===== config.mk =====
export PLATFORM = sky130hd
export DESIGN_NAME = dacw_host
export DESIGN_NICKNAME = d
export VERILOG_FILES = /design/src/design/dacw_pkg.sv /design/src/design/dacw_byte_shifter.sv /design/src/design/dacw_host.sv /design/src/design/dacw_tick_gen.sv
export SDC_FILE = /design/constraint.sdc
export NUM_CORES = 1
export LEC_CHECK = 0
export ABC_AREA = 1
export BUFFER_PORTS_ARGS = -buffer_cell sky130_fd_sc_hd__buf_4
export CORE_MARGIN = 5
export CORE_UTILIZATION = 45
export DETAILED_ROUTE_END_ITERATION = 10
export GPL_ROUTABILITY_DRIVEN = 0
export SLEW_MARGIN = 20
export SYNTH_ARGS = -nofsm -noshare
export SYNTH_HDL_FRONTEND = slang
export SYNTH_SLANG_ARGS = --single-unit

===== constraint.sdc =====
create_clock -name clk_in -period 1.75 [get_ports clk_in]
set_input_delay 0.175 -clock clk_in [delete_from_list [all_inputs] [get_ports clk_in]]
set_output_delay 0.175 -clock clk_in [all_outputs]
set_load 0.05 [all_outputs]

===== src/design/dacw_pkg.sv =====
// package: word layout, timing and command types for the dac word loader
package dacw_pkg;

    // system clock rate in MHz
    localparam int CLK_MHZ = 50;

    // serial word layout
    localparam int WORD_W = 16;
    localparam int BYTE_W = 8;
    localparam int CHAN_LSB = 0;
    localparam int CHAN_W = 3;
    localparam int ADDR_BIT = 3;
    localparam int VALUE_LSB = 4;
    localparam int VALUE_W = 12;

    // reset values of the pins
    localparam logic PIN_IDLE_HIGH = 1'b1;
    localparam logic PIN_IDLE_LOW = 1'b0;

    // default serial clock half period in system clocks
    localparam int SCLK_HALF_DEF = 16;

    // timing in ns; counts are least times, so they round up
    localparam int FS_SETUP_NS = 100;
    localparam int BYTE_GAP_NS = 200;
    localparam int FS_HOLD_NS = 100;
    localparam int LOAD_PULSE_NS = 100;
    localparam int CLEAR_PULSE_NS = 100;
    localparam int RECOVER_NS = 100;

    localparam int FS_SETUP_CYC = (FS_SETUP_NS * CLK_MHZ + 999) / 1000;
    localparam int BYTE_GAP_CYC = (BYTE_GAP_NS * CLK_MHZ + 999) / 1000;
    localparam int FS_HOLD_CYC = (FS_HOLD_NS * CLK_MHZ + 999) / 1000;
    localparam int LOAD_PULSE_CYC = (LOAD_PULSE_NS * CLK_MHZ + 999) / 1000;
    localparam int CLEAR_PULSE_CYC = (CLEAR_PULSE_NS * CLK_MHZ + 999) / 1000;
    localparam int RECOVER_CYC = (RECOVER_NS * CLK_MHZ + 999) / 1000;

    // width of the wait counter
    localparam int WAIT_W = 8;

    // user command kinds
    typedef enum logic [1:0] {
        DACW_CMD_NOP,
        DACW_CMD_WRITE,
        DACW_CMD_LOAD,
        DACW_CMD_CLEAR
    } dacw_kind_t;

    // one user command
    typedef struct packed {
        dacw_kind_t kind;
        logic load_after;
        logic address;
        logic [CHAN_W-1:0] channel;
        logic [VALUE_W-1:0] value;
    } dacw_cmd_t;

endpackage


===== src/design/dacw_byte_shifter.sv =====
// byte shifter: eight clocks, idle low, data set on rise, held at fall
module dacw_byte_shifter #(
    parameter bit LSB_FIRST = 1'b0
) (
    input wire logic clk_in,        // system clock
    input wire logic rstn_in,       // async reset, active low
    input wire logic start_in,      // pulse: load byte and begin
    input wire logic [7:0] byte_in, // byte to send
    input wire logic tick_in,       // half-period tick
    output logic busy_out,          // byte in progress
    output logic done_out,          // pulse with the eighth falling edge
    output logic fall_out,          // pulse on each falling edge
    output logic sclk_out,          // serial clock, idle low
    output logic sdo_out            // serial data
);

    logic [7:0] sh_reg;
    logic [2:0] cnt_reg;

    // clock phase: data changes on the rising edge so that it stands
    // a whole half period before the falling edge samples it
    always_ff @(posedge clk_in or negedge rstn_in) begin
        if (!rstn_in) begin
            sh_reg <= 8'h00;
            cnt_reg <= 3'h0;
            busy_out <= 1'b0;
            done_out <= 1'b0;
            fall_out <= 1'b0;
            sclk_out <= 1'b0;
            sdo_out <= 1'b0;
        end else begin
            done_out <= 1'b0;
            fall_out <= 1'b0;
            if (start_in && !busy_out) begin
                sh_reg <= byte_in;
                cnt_reg <= 3'h0;
                busy_out <= 1'b1;
                sclk_out <= 1'b0;
            end else if (busy_out && tick_in) begin
                if (!sclk_out) begin
                    sclk_out <= 1'b1;
                    if (LSB_FIRST) begin
                        sdo_out <= sh_reg[0];
                        sh_reg <= {1'b0, sh_reg[7:1]};
                    end else begin
                        sdo_out <= sh_reg[7];
                        sh_reg <= {sh_reg[6:0], 1'b0};
                    end
                end else begin
                    sclk_out <= 1'b0;
                    fall_out <= 1'b1;
                    cnt_reg <= cnt_reg + 3'h1;
                    if (cnt_reg == 3'h7) begin
                        busy_out <= 1'b0;
                        done_out <= 1'b1;
                    end
                end
            end
        end
    end

endmodule


===== src/design/dacw_host.sv =====
// host controller: loads 16-bit words into the octal dac over its pins
//
// Operation
// host lowers frame sync from a port line before shifting a word
// frame sync comes from controller state, not the serial shifter
// data stands stable at each falling serial clock edge in the frame
// each word goes as two bytes with frame sync low between them
// each byte gives exactly eight falling edges, sixteen per word
// frame sync returns high after the second byte ends
// device takes the word most significant bit first
// an lsb-first shifter gets each byte reversed beforehand
// serial clock idles low, data valid at the falling edge
// load strobe and clear are driven from plain port outputs
// load strobe may pulse low after each word for an update
// or eight words first, then one load strobe updates all outputs
// device ignores extra clocks until the next frame sync fall
// bit 3 of the word must match the device address pin
// bits 0 to 2 select which channel input latch is written
// load strobe low copies all input latches to output latches
// clear low zeros output latches, input latches keep their data
// load strobe never pulses while a word is being shifted
module dacw_host #(
    parameter int SCLK_HALF = dacw_pkg::SCLK_HALF_DEF,
    parameter bit LSB_FIRST_SHIFTER = 1'b0
) (
    input wire logic clk_in,                    // system clock, 50 MHz
    input wire logic rstn_in,                   // async reset, active low
    input wire logic cmd_valid_in,              // command offered
    input wire dacw_pkg::dacw_cmd_t cmd_in,     // command
    output logic cmd_ready_out,                 // command taken when high
    output logic busy_out,                      // sequence in progress
    output logic [15:0] readback_out,           // word seen on chain output
    output logic readback_valid_out,            // pulse: readback updated
    input wire logic serial_chain_output_in,    // device chain output pin
    output logic frame_sync_n_out,              // frame sync, active low
    output logic serial_shift_clock_out,        // serial clock, idle low
    output logic serial_data_input_out,         // serial data to device
    output logic output_load_strobe_n_out,      // load strobe, active low
    output logic output_clear_n_out             // clear, active low
);

    typedef enum logic [2:0] {
        ST_IDLE,
        ST_SETUP,
        ST_BYTE,
        ST_GAP,
        ST_HOLD,
        ST_LOAD,
        ST_CLEAR,
        ST_RECOVER
    } dacw_state_t;

    localparam int WW = dacw_pkg::WAIT_W;
    localparam int FS_RET_MAX = 64;

    // bit reversal of one byte, for shifters that send lsb first
    function automatic logic [7:0] dacw_rev8(input logic [7:0] b);
        logic [7:0] r;
        r = 8'h00;
        for (int i = 0; i < 8; i++) begin
            r[i] = b[7 - i];
        end
        return r;
    endfunction

    // wait count from a cycle figure, loaded as count minus one
    function automatic logic [WW-1:0] dacw_wait(input int cyc);
        return WW'(cyc - 1);
    endfunction

    dacw_state_t state_reg, state_next;
    logic [15:0] word_reg, word_next;
    logic [WW-1:0] wait_reg, wait_next;
    logic idx_reg, idx_next;
    logic load_after_reg, load_after_next;
    logic fs_n_reg, fs_n_next;
    logic ld_n_reg, ld_n_next;
    logic clr_n_reg, clr_n_next;
    logic start_reg, start_next;
    logic [7:0] byte_raw;
    logic [7:0] byte_tx;
    logic sh_busy, sh_done, sh_fall, tick;
    logic sclk_w, sdo_w;
    logic chain_s1_reg, chain_s2_reg;
    logic [15:0] rx_reg;
    logic [4:0] fall_cnt_reg;

    assign cmd_ready_out = (state_reg == ST_IDLE);
    assign busy_out = (state_reg != ST_IDLE);

    // byte selection: high byte first so the word leaves msb first
    assign byte_raw = idx_reg ? word_reg[7:0] : word_reg[15:8];
    assign byte_tx = LSB_FIRST_SHIFTER ? dacw_rev8(byte_raw)
                                       : byte_raw;

    // next-state logic for the whole sequence
    always_comb begin
        state_next = state_reg;
        word_next = word_reg;
        wait_next = wait_reg;
        idx_next = idx_reg;
        load_after_next = load_after_reg;
        fs_n_next = fs_n_reg;
        ld_n_next = ld_n_reg;
        clr_n_next = clr_n_reg;
        start_next = 1'b0;
        case (state_reg)
            ST_IDLE: begin
                if (cmd_valid_in) begin
                    case (cmd_in.kind)
                        dacw_pkg::DACW_CMD_WRITE: begin
                            word_next = 16'h0000;
                            word_next[dacw_pkg::VALUE_LSB +:
                                      dacw_pkg::VALUE_W] = cmd_in.value;
                            word_next[dacw_pkg::ADDR_BIT] =
                                cmd_in.address;
                            word_next[dacw_pkg::CHAN_LSB +:
                                      dacw_pkg::CHAN_W] =
                                cmd_in.channel;
                            load_after_next = cmd_in.load_after;
                            fs_n_next = 1'b0;
                            wait_next = dacw_wait(dacw_pkg::FS_SETUP_CYC);
                            state_next = ST_SETUP;
                        end
                        dacw_pkg::DACW_CMD_LOAD: begin
                            ld_n_next = 1'b0;
                            wait_next =
                                dacw_wait(dacw_pkg::LOAD_PULSE_CYC);
                            state_next = ST_LOAD;
                        end
                        dacw_pkg::DACW_CMD_CLEAR: begin
                            clr_n_next = 1'b0;
                            wait_next =
                                dacw_wait(dacw_pkg::CLEAR_PULSE_CYC);
                            state_next = ST_CLEAR;
                        end
                        default: begin
                            state_next = ST_IDLE;
                        end
                    endcase
                end
            end
            ST_SETUP: begin
                if (wait_reg == '0) begin
                    idx_next = 1'b0;
                    start_next = 1'b1;
                    state_next = ST_BYTE;
                end else begin
                    wait_next = wait_reg - 1'b1;
                end
            end
            ST_BYTE: begin
                if (sh_done) begin
                    if (!idx_reg) begin
                        // frame sync stays low across the byte gap
                        idx_next = 1'b1;
                        wait_next = dacw_wait(dacw_pkg::BYTE_GAP_CYC);
                        state_next = ST_GAP;
                    end else begin
                        wait_next = dacw_wait(dacw_pkg::FS_HOLD_CYC);
                        state_next = ST_HOLD;
                    end
                end
            end
            ST_GAP: begin
                if (wait_reg == '0) begin
                    start_next = 1'b1;
                    state_next = ST_BYTE;
                end else begin
                    wait_next = wait_reg - 1'b1;
                end
            end
            ST_HOLD: begin
                if (wait_reg == '0) begin
                    fs_n_next = 1'b1;
                    // load strobe falls on the same edge that closes the frame
                    if (load_after_reg) begin
                        ld_n_next = 1'b0;
                        wait_next = dacw_wait(dacw_pkg::LOAD_PULSE_CYC);
                        state_next = ST_LOAD;
                    end else begin
                        wait_next = dacw_wait(dacw_pkg::RECOVER_CYC);
                        state_next = ST_RECOVER;
                    end
                end else begin
                    wait_next = wait_reg - 1'b1;
                end
            end
            ST_LOAD, ST_CLEAR: begin
                if (wait_reg == '0) begin
                    ld_n_next = 1'b1;
                    clr_n_next = 1'b1;
                    wait_next = dacw_wait(dacw_pkg::RECOVER_CYC);
                    state_next = ST_RECOVER;
                end else begin
                    wait_next = wait_reg - 1'b1;
                end
            end
            ST_RECOVER: begin
                if (wait_reg == '0) begin
                    state_next = ST_IDLE;
                end else begin
                    wait_next = wait_reg - 1'b1;
                end
            end
            default: begin
                state_next = ST_IDLE;
            end
        endcase
    end

    // sequence state
    always_ff @(posedge clk_in or negedge rstn_in) begin
        if (!rstn_in) begin
            state_reg <= ST_IDLE;
            word_reg <= 16'h0000;
            wait_reg <= '0;
            idx_reg <= 1'b0;
            load_after_reg <= 1'b0;
            start_reg <= 1'b0;
        end else begin
            state_reg <= state_next;
            word_reg <= word_next;
            wait_reg <= wait_next;
            idx_reg <= idx_next;
            load_after_reg <= load_after_next;
            start_reg <= start_next;
        end
    end

    // port-line strobes, registered so they never glitch
    always_ff @(posedge clk_in or negedge rstn_in) begin
        if (!rstn_in) begin
            fs_n_reg <= dacw_pkg::PIN_IDLE_HIGH;
            ld_n_reg <= dacw_pkg::PIN_IDLE_HIGH;
            clr_n_reg <= dacw_pkg::PIN_IDLE_HIGH;
        end else begin
            fs_n_reg <= fs_n_next;
            ld_n_reg <= ld_n_next;
            clr_n_reg <= clr_n_next;
        end
    end

    assign frame_sync_n_out = fs_n_reg;
    assign output_load_strobe_n_out = ld_n_reg;
    assign output_clear_n_out = clr_n_reg;
    assign serial_shift_clock_out = sclk_w;
    assign serial_data_input_out = sdo_w;

    dacw_tick_gen #(
        .HALF(SCLK_HALF)
    ) u_tick (
        .clk_in(clk_in),
        .rstn_in(rstn_in),
        .run_in(sh_busy),
        .tick_out(tick)
    );

    dacw_byte_shifter #(
        .LSB_FIRST(LSB_FIRST_SHIFTER)
    ) u_shift (
        .clk_in(clk_in),
        .rstn_in(rstn_in),
        .start_in(start_reg),
        .byte_in(byte_tx),
        .tick_in(tick),
        .busy_out(sh_busy),
        .done_out(sh_done),
        .fall_out(sh_fall),
        .sclk_out(sclk_w),
        .sdo_out(sdo_w)
    );

    // chain output comes from the device pin: two flops first
    always_ff @(posedge clk_in or negedge rstn_in) begin
        if (!rstn_in) begin
            chain_s1_reg <= 1'b0;
            chain_s2_reg <= 1'b0;
        end else begin
            chain_s1_reg <= serial_chain_output_in;
            chain_s2_reg <= chain_s1_reg;
        end
    end

    // readback sampled at our falling edge; the device moves it on the
    // rising edge, so a half period covers the two-flop delay
    always_ff @(posedge clk_in or negedge rstn_in) begin
        if (!rstn_in) begin
            rx_reg <= 16'h0000;
            readback_out <= 16'h0000;
            readback_valid_out <= 1'b0;
        end else begin
            readback_valid_out <= 1'b0;
            if (sh_fall) begin
                rx_reg <= {rx_reg[14:0], chain_s2_reg};
            end
            if (state_reg == ST_HOLD && state_next != ST_HOLD) begin
                readback_out <= rx_reg;
                readback_valid_out <= 1'b1;
            end
        end
    end

    // falling edges seen on the pin within the current frame
    always_ff @(posedge clk_in or negedge rstn_in) begin
        if (!rstn_in) begin
            fall_cnt_reg <= 5'h00;
        end else if (fs_n_reg) begin
            fall_cnt_reg <= 5'h00;
        end else if (sh_fall) begin
            fall_cnt_reg <= fall_cnt_reg + 5'h01;
        end
    end

    // checks on the pins
    a_clk_in_frame: assert property (
        @(posedge clk_in) disable iff (!rstn_in)
        sclk_w |-> !fs_n_reg)
        else $error("serial clock active outside frame");

    a_clk_idle_low: assert property (
        @(posedge clk_in) disable iff (!rstn_in)
        fs_n_reg |-> !sclk_w)
        else $error("serial clock not idle low");

    a_data_stable: assert property (
        @(posedge clk_in) disable iff (!rstn_in)
        (sclk_w && $past(sclk_w)) |-> $stable(sdo_w))
        else $error("data moved while serial clock high");

    a_sixteen_falls: assert property (
        @(posedge clk_in) disable iff (!rstn_in)
        $rose(fs_n_reg) |-> fall_cnt_reg == 5'd16)
        else $error("frame did not carry sixteen falling edges");

    a_byte_pair: assert property (
        @(posedge clk_in) disable iff (!rstn_in)
        (fall_cnt_reg == 5'd8 && !fs_n_reg) |->
            !fs_n_reg until (fall_cnt_reg == 5'd9))
        else $error("frame sync rose between bytes");

    a_fs_return: assert property (
        @(posedge clk_in) disable iff (!rstn_in)
        (fall_cnt_reg == 5'd16 && !fs_n_reg) |->
            ##[1:FS_RET_MAX] fs_n_reg)
        else $error("frame sync did not return high");

    a_msb_first: assert property (
        @(posedge clk_in) disable iff (!rstn_in)
        ($rose(sclk_w) && fall_cnt_reg == 5'd0) |-> sdo_w == word_reg[15])
        else $error("first bit is not the word msb");

    a_load_no_frame: assert property (
        @(posedge clk_in) disable iff (!rstn_in)
        !ld_n_reg |-> fs_n_reg)
        else $error("load strobe during a frame");

    a_load_width: assert property (
        @(posedge clk_in) disable iff (!rstn_in)
        $fell(ld_n_reg) |-> !ld_n_reg ##1 !ld_n_reg)
        else $error("load strobe pulse too short");

    a_clear_no_frame: assert property (
        @(posedge clk_in) disable iff (!rstn_in)
        !clr_n_reg |-> (fs_n_reg && ld_n_reg))
        else $error("clear overlaps frame or load");

endmodule


===== src/design/dacw_tick_gen.sv =====
// tick generator: half-period ticks for the serial clock divider
module dacw_tick_gen #(
    parameter int HALF = dacw_pkg::SCLK_HALF_DEF
) (
    input wire logic clk_in,   // system clock
    input wire logic rstn_in,  // async reset, active low
    input wire logic run_in,   // count while high
    output logic tick_out      // one-cycle pulse every HALF clocks
);

    logic [15:0] cnt_reg;

    // counter restarts whenever the shifter is idle, so the first half
    // period of each byte is a full one
    always_ff @(posedge clk_in or negedge rstn_in) begin
        if (!rstn_in) begin
            cnt_reg <= 16'h0000;
            tick_out <= 1'b0;
        end else if (!run_in) begin
            cnt_reg <= 16'h0000;
            tick_out <= 1'b0;
        end else if (cnt_reg == 16'(HALF - 1)) begin
            cnt_reg <= 16'h0000;
            tick_out <= 1'b1;
        end else begin
            cnt_reg <= cnt_reg + 16'h0001;
            tick_out <= 1'b0;
        end
    end

endmodule


==> flow_summary.toml <==
[route]
drt-initial-drc-count = 172
drcViolationCount = 0
drt_pre_antenna_iters = 4
ant_nets = 0
vias = 3692
finalWirelength_mm = 9.38
wl_per_cell_um = 12.3
vias_per_cell = 4.85

[placement]
place_inst = 732
dp_hpwl_mm = 6.62
port_buffers = 46
dp_slack_ps = 115

[sta]
setup_tns_ps = 0
finalSetupViolations = 0
finalHoldViolCount = 0
slew_viol_final = 0
hold_ws_ps = 14.8
layout_min_cycle_time_ps = 1630
max_freq_mhz = 615
rsz0062_at_grt = "no"
post-route-period-util_pct = 93.0
worst_clock_skew_ps = 10.4
fin_ws_ps = 123
tightest_slew_ps = 397
relSlewSlack_pct = 73.3

[cts]
h-tree-depth = 3
cts_sinks = 101
cts_tree = "built"
clock_path_buffers = 2
clkTransAtPathRegs_ps = 90
cts_buffers = 9
clk_latency_ps = 370
clockRootBuffer = "clkbuf_8"

[global_routing]
grt_pass1_wl_mm = 16.6
antenna_found_initial = 0
gr-total-overflow = 0
grt_pass1_vias = 3537
grt_max_degree = 59
track_usage_pct = 15.9

[worst_setup_path]
cp_max_fo = 13
r2r-end = "word_reg[2]"
cp.arrival_ps = 1940
crit_type = "reg -> reg"
setup.worst_path.start_class = "flip-flop"
crit_path_end = "word_reg[2]"
endpoint_kind = "flip-flop"
r2r_start = "state_reg[0]"
reg2reg_slack_ps = 120
cp.required_ps = 2060
reg2reg_depth = 9
cp-startpoint = "state_reg[0]"

[yosys]
syn_nets = 583
synth-seq-area-share_pct = 54.0
synth_ff_type = "dfrtp_1"
syn_area_um2 = 4680
synth_cells = 551
synth_edf_count = 0
ys_async_sr_fraction_pct = 100
synth_warnings = 0
yosys_register_bits = 101
syn_area_per_cell_um2 = 8.50
yosysUniqueCellTypes = 38

[floorplanning]
die_w_um = 112
ioPinCount = 47
die_h_um = 112
core_um2 = 10200
initial_utilization_pct = 45.8
dieArea_um2 = 12600
rows = 37

[pwr]
power_density_nw_per_um2 = 1240
vdd_ir_drop_max_uv = 806
power_mw = 7.01
p_leak_nw = 2.75

[layout]
diodes = 0
layout.cells.non_filler = 762
area_growth_pct = 20.4
drive_above_1_share_pct = 15.3
nets = 653

[outcome]
outcome = "finished clean"

[min_path]
min_from = "cmd_in[7]"
hold_class = "in -> reg"

[job]
maxCapViolations = 0
==> how the worst min path moves through the flow <==
stage                         endpoint  slack [ps]  cells past startpoint
finish                    word_reg[11]          10                      3
global route               word_reg[9]           6                      3
CTS                       word_reg[11]           1                      3
detailed placement  u_tick.cnt_reg[13]         120                      1
global placement    u_tick.cnt_reg[13]         120                      1
floorplan                 chain_s1_reg        -120                      0
==> report_power, final <==
part	internal [mW]	switching, mW
clock	1.10	0.769
sequential	2.77	0.269
combinational	0.748	1.36
==> timing repair <==
action / in CTS / in global routing
resized for setup: 0 / 5
buffers inserted: 0 / 1
setup endpoints to repair: 0 / 28
hold buffers: 12 / 0
hold endpoints to repair: 34 / 0
==> layout make-up <==
| type | count | area [um2] |
|---|---|---|
| Tap cell | 136 | 170 |
| Timing Repair Buffer | 71 | 579 |
| Fill cell | 970 | 4590 |
| Sequential cell | 101 | 2530 |
| Clock inverter | 4 | 120 |
| Clock buffer | 12 | 135 |
| Multi-Input combinational cell | 370 | 1840 |
| Inverter | 68 | 260 |
==> cell usage in the layout, fill, tap and decap left out, types with 2 or more instances in the layout <==
| cell type | Yosys | routed |
|---|---|---|
| nand3_1 | 24 | 24 |
| inv_1 | 62 | 61 |
| dlygate4sd3_1 | 0 | 12 |
| clkbuf_8 | 0 | 9 |
| a21oi_1 | 13 | 13 |
| nand4_1 | 8 | 8 |
| nor2_1 | 48 | 46 |
| inv_2 | 5 | 5 |
| dfrtp_1 | 98 | 98 |
| o21bai_1 | 2 | 2 |
| dfstp_2 | 3 | 3 |
| or2_2 | 2 | 2 |
| bufinv_16 | 0 | 4 |
| buf_4 | 0 | 57 |
| nor2_2 | 1 | 3 |
| o21ai_1 | 3 | 4 |
| a31oi_1 | 3 | 3 |
| nor2_4 | 5 | 6 |
| nor3_1 | 6 | 6 |
| o22ai_1 | 2 | 2 |
| nor4_1 | 3 | 3 |
| o21ai_0 | 68 | 67 |
| xor2_1 | 12 | 12 |
| clkbuf_1 | 5 | 3 |
| ha_1 | 9 | 9 |
| nand2_1 | 148 | 148 |
==> through the flow <==
step           cell area (um2)  util [%]
2_1_floorplan             4690         -
5_1_grt                   5640      55.1
3_5_place_dp              5240      51.2
3_3_place_gp              5240      51.2
4_1_cts                   5610      54.8
6_report                  5640      55.1
==> Yosys cell counts, types with 6 or more instances <==
cell,n,area [um2]
ha_1,9,113
nor2_1,48,180
dfrtp_1,98,2450
nor3_1,6,30.0
o21ai_0,68,340
nand4_1,8,50.1
nand3_1,24,120
nand2_1,148,556
a21oi_1,13,65.1
xor2_1,12,105
inv_1,62,233
==> layer usage <==
layer  global-route usage [%]  share of wire (%)  routed length (um)  vias to the layer above
li1                         -                  -                   -                     1905
met1                     22.0                 49                4610                     1718
met2                     24.8                 45                4210                       61
met3                     4.91                4.8                 454                        8
met4                     3.85                1.0                  98                        0
met5                        0                  0                   0                        -
==> worst max-delay path, stage by stage, from the launching register on <==
cell and delay [ps]:
dfrtp_1 450, nor2_4 150, inv_2 70, nor2_4 160, inv_6 60, nor2_4 100, inv_2 130, nor2_4 270
nand2_1 110, nand2_1 80
==> kinds of logic (layout without fill, tap and decap cells) <==
family / after synthesis / after routing / share of synthesized area [%]
adders and majority gates: 9 / 9 / 2.40
buffers and inverters: 81 / 155 / 6.97
AOI/OAI and AO/OA: 97 / 97 / 11.0
DFF: 101 / 101 / 54.0
xor gates and xnor gates: 13 / 13 / 2.43
muxes: 1 / 1 / 0.240
and+or+nand+nor: 249 / 250 / 22.9
(Power assumes the default switching activity.)
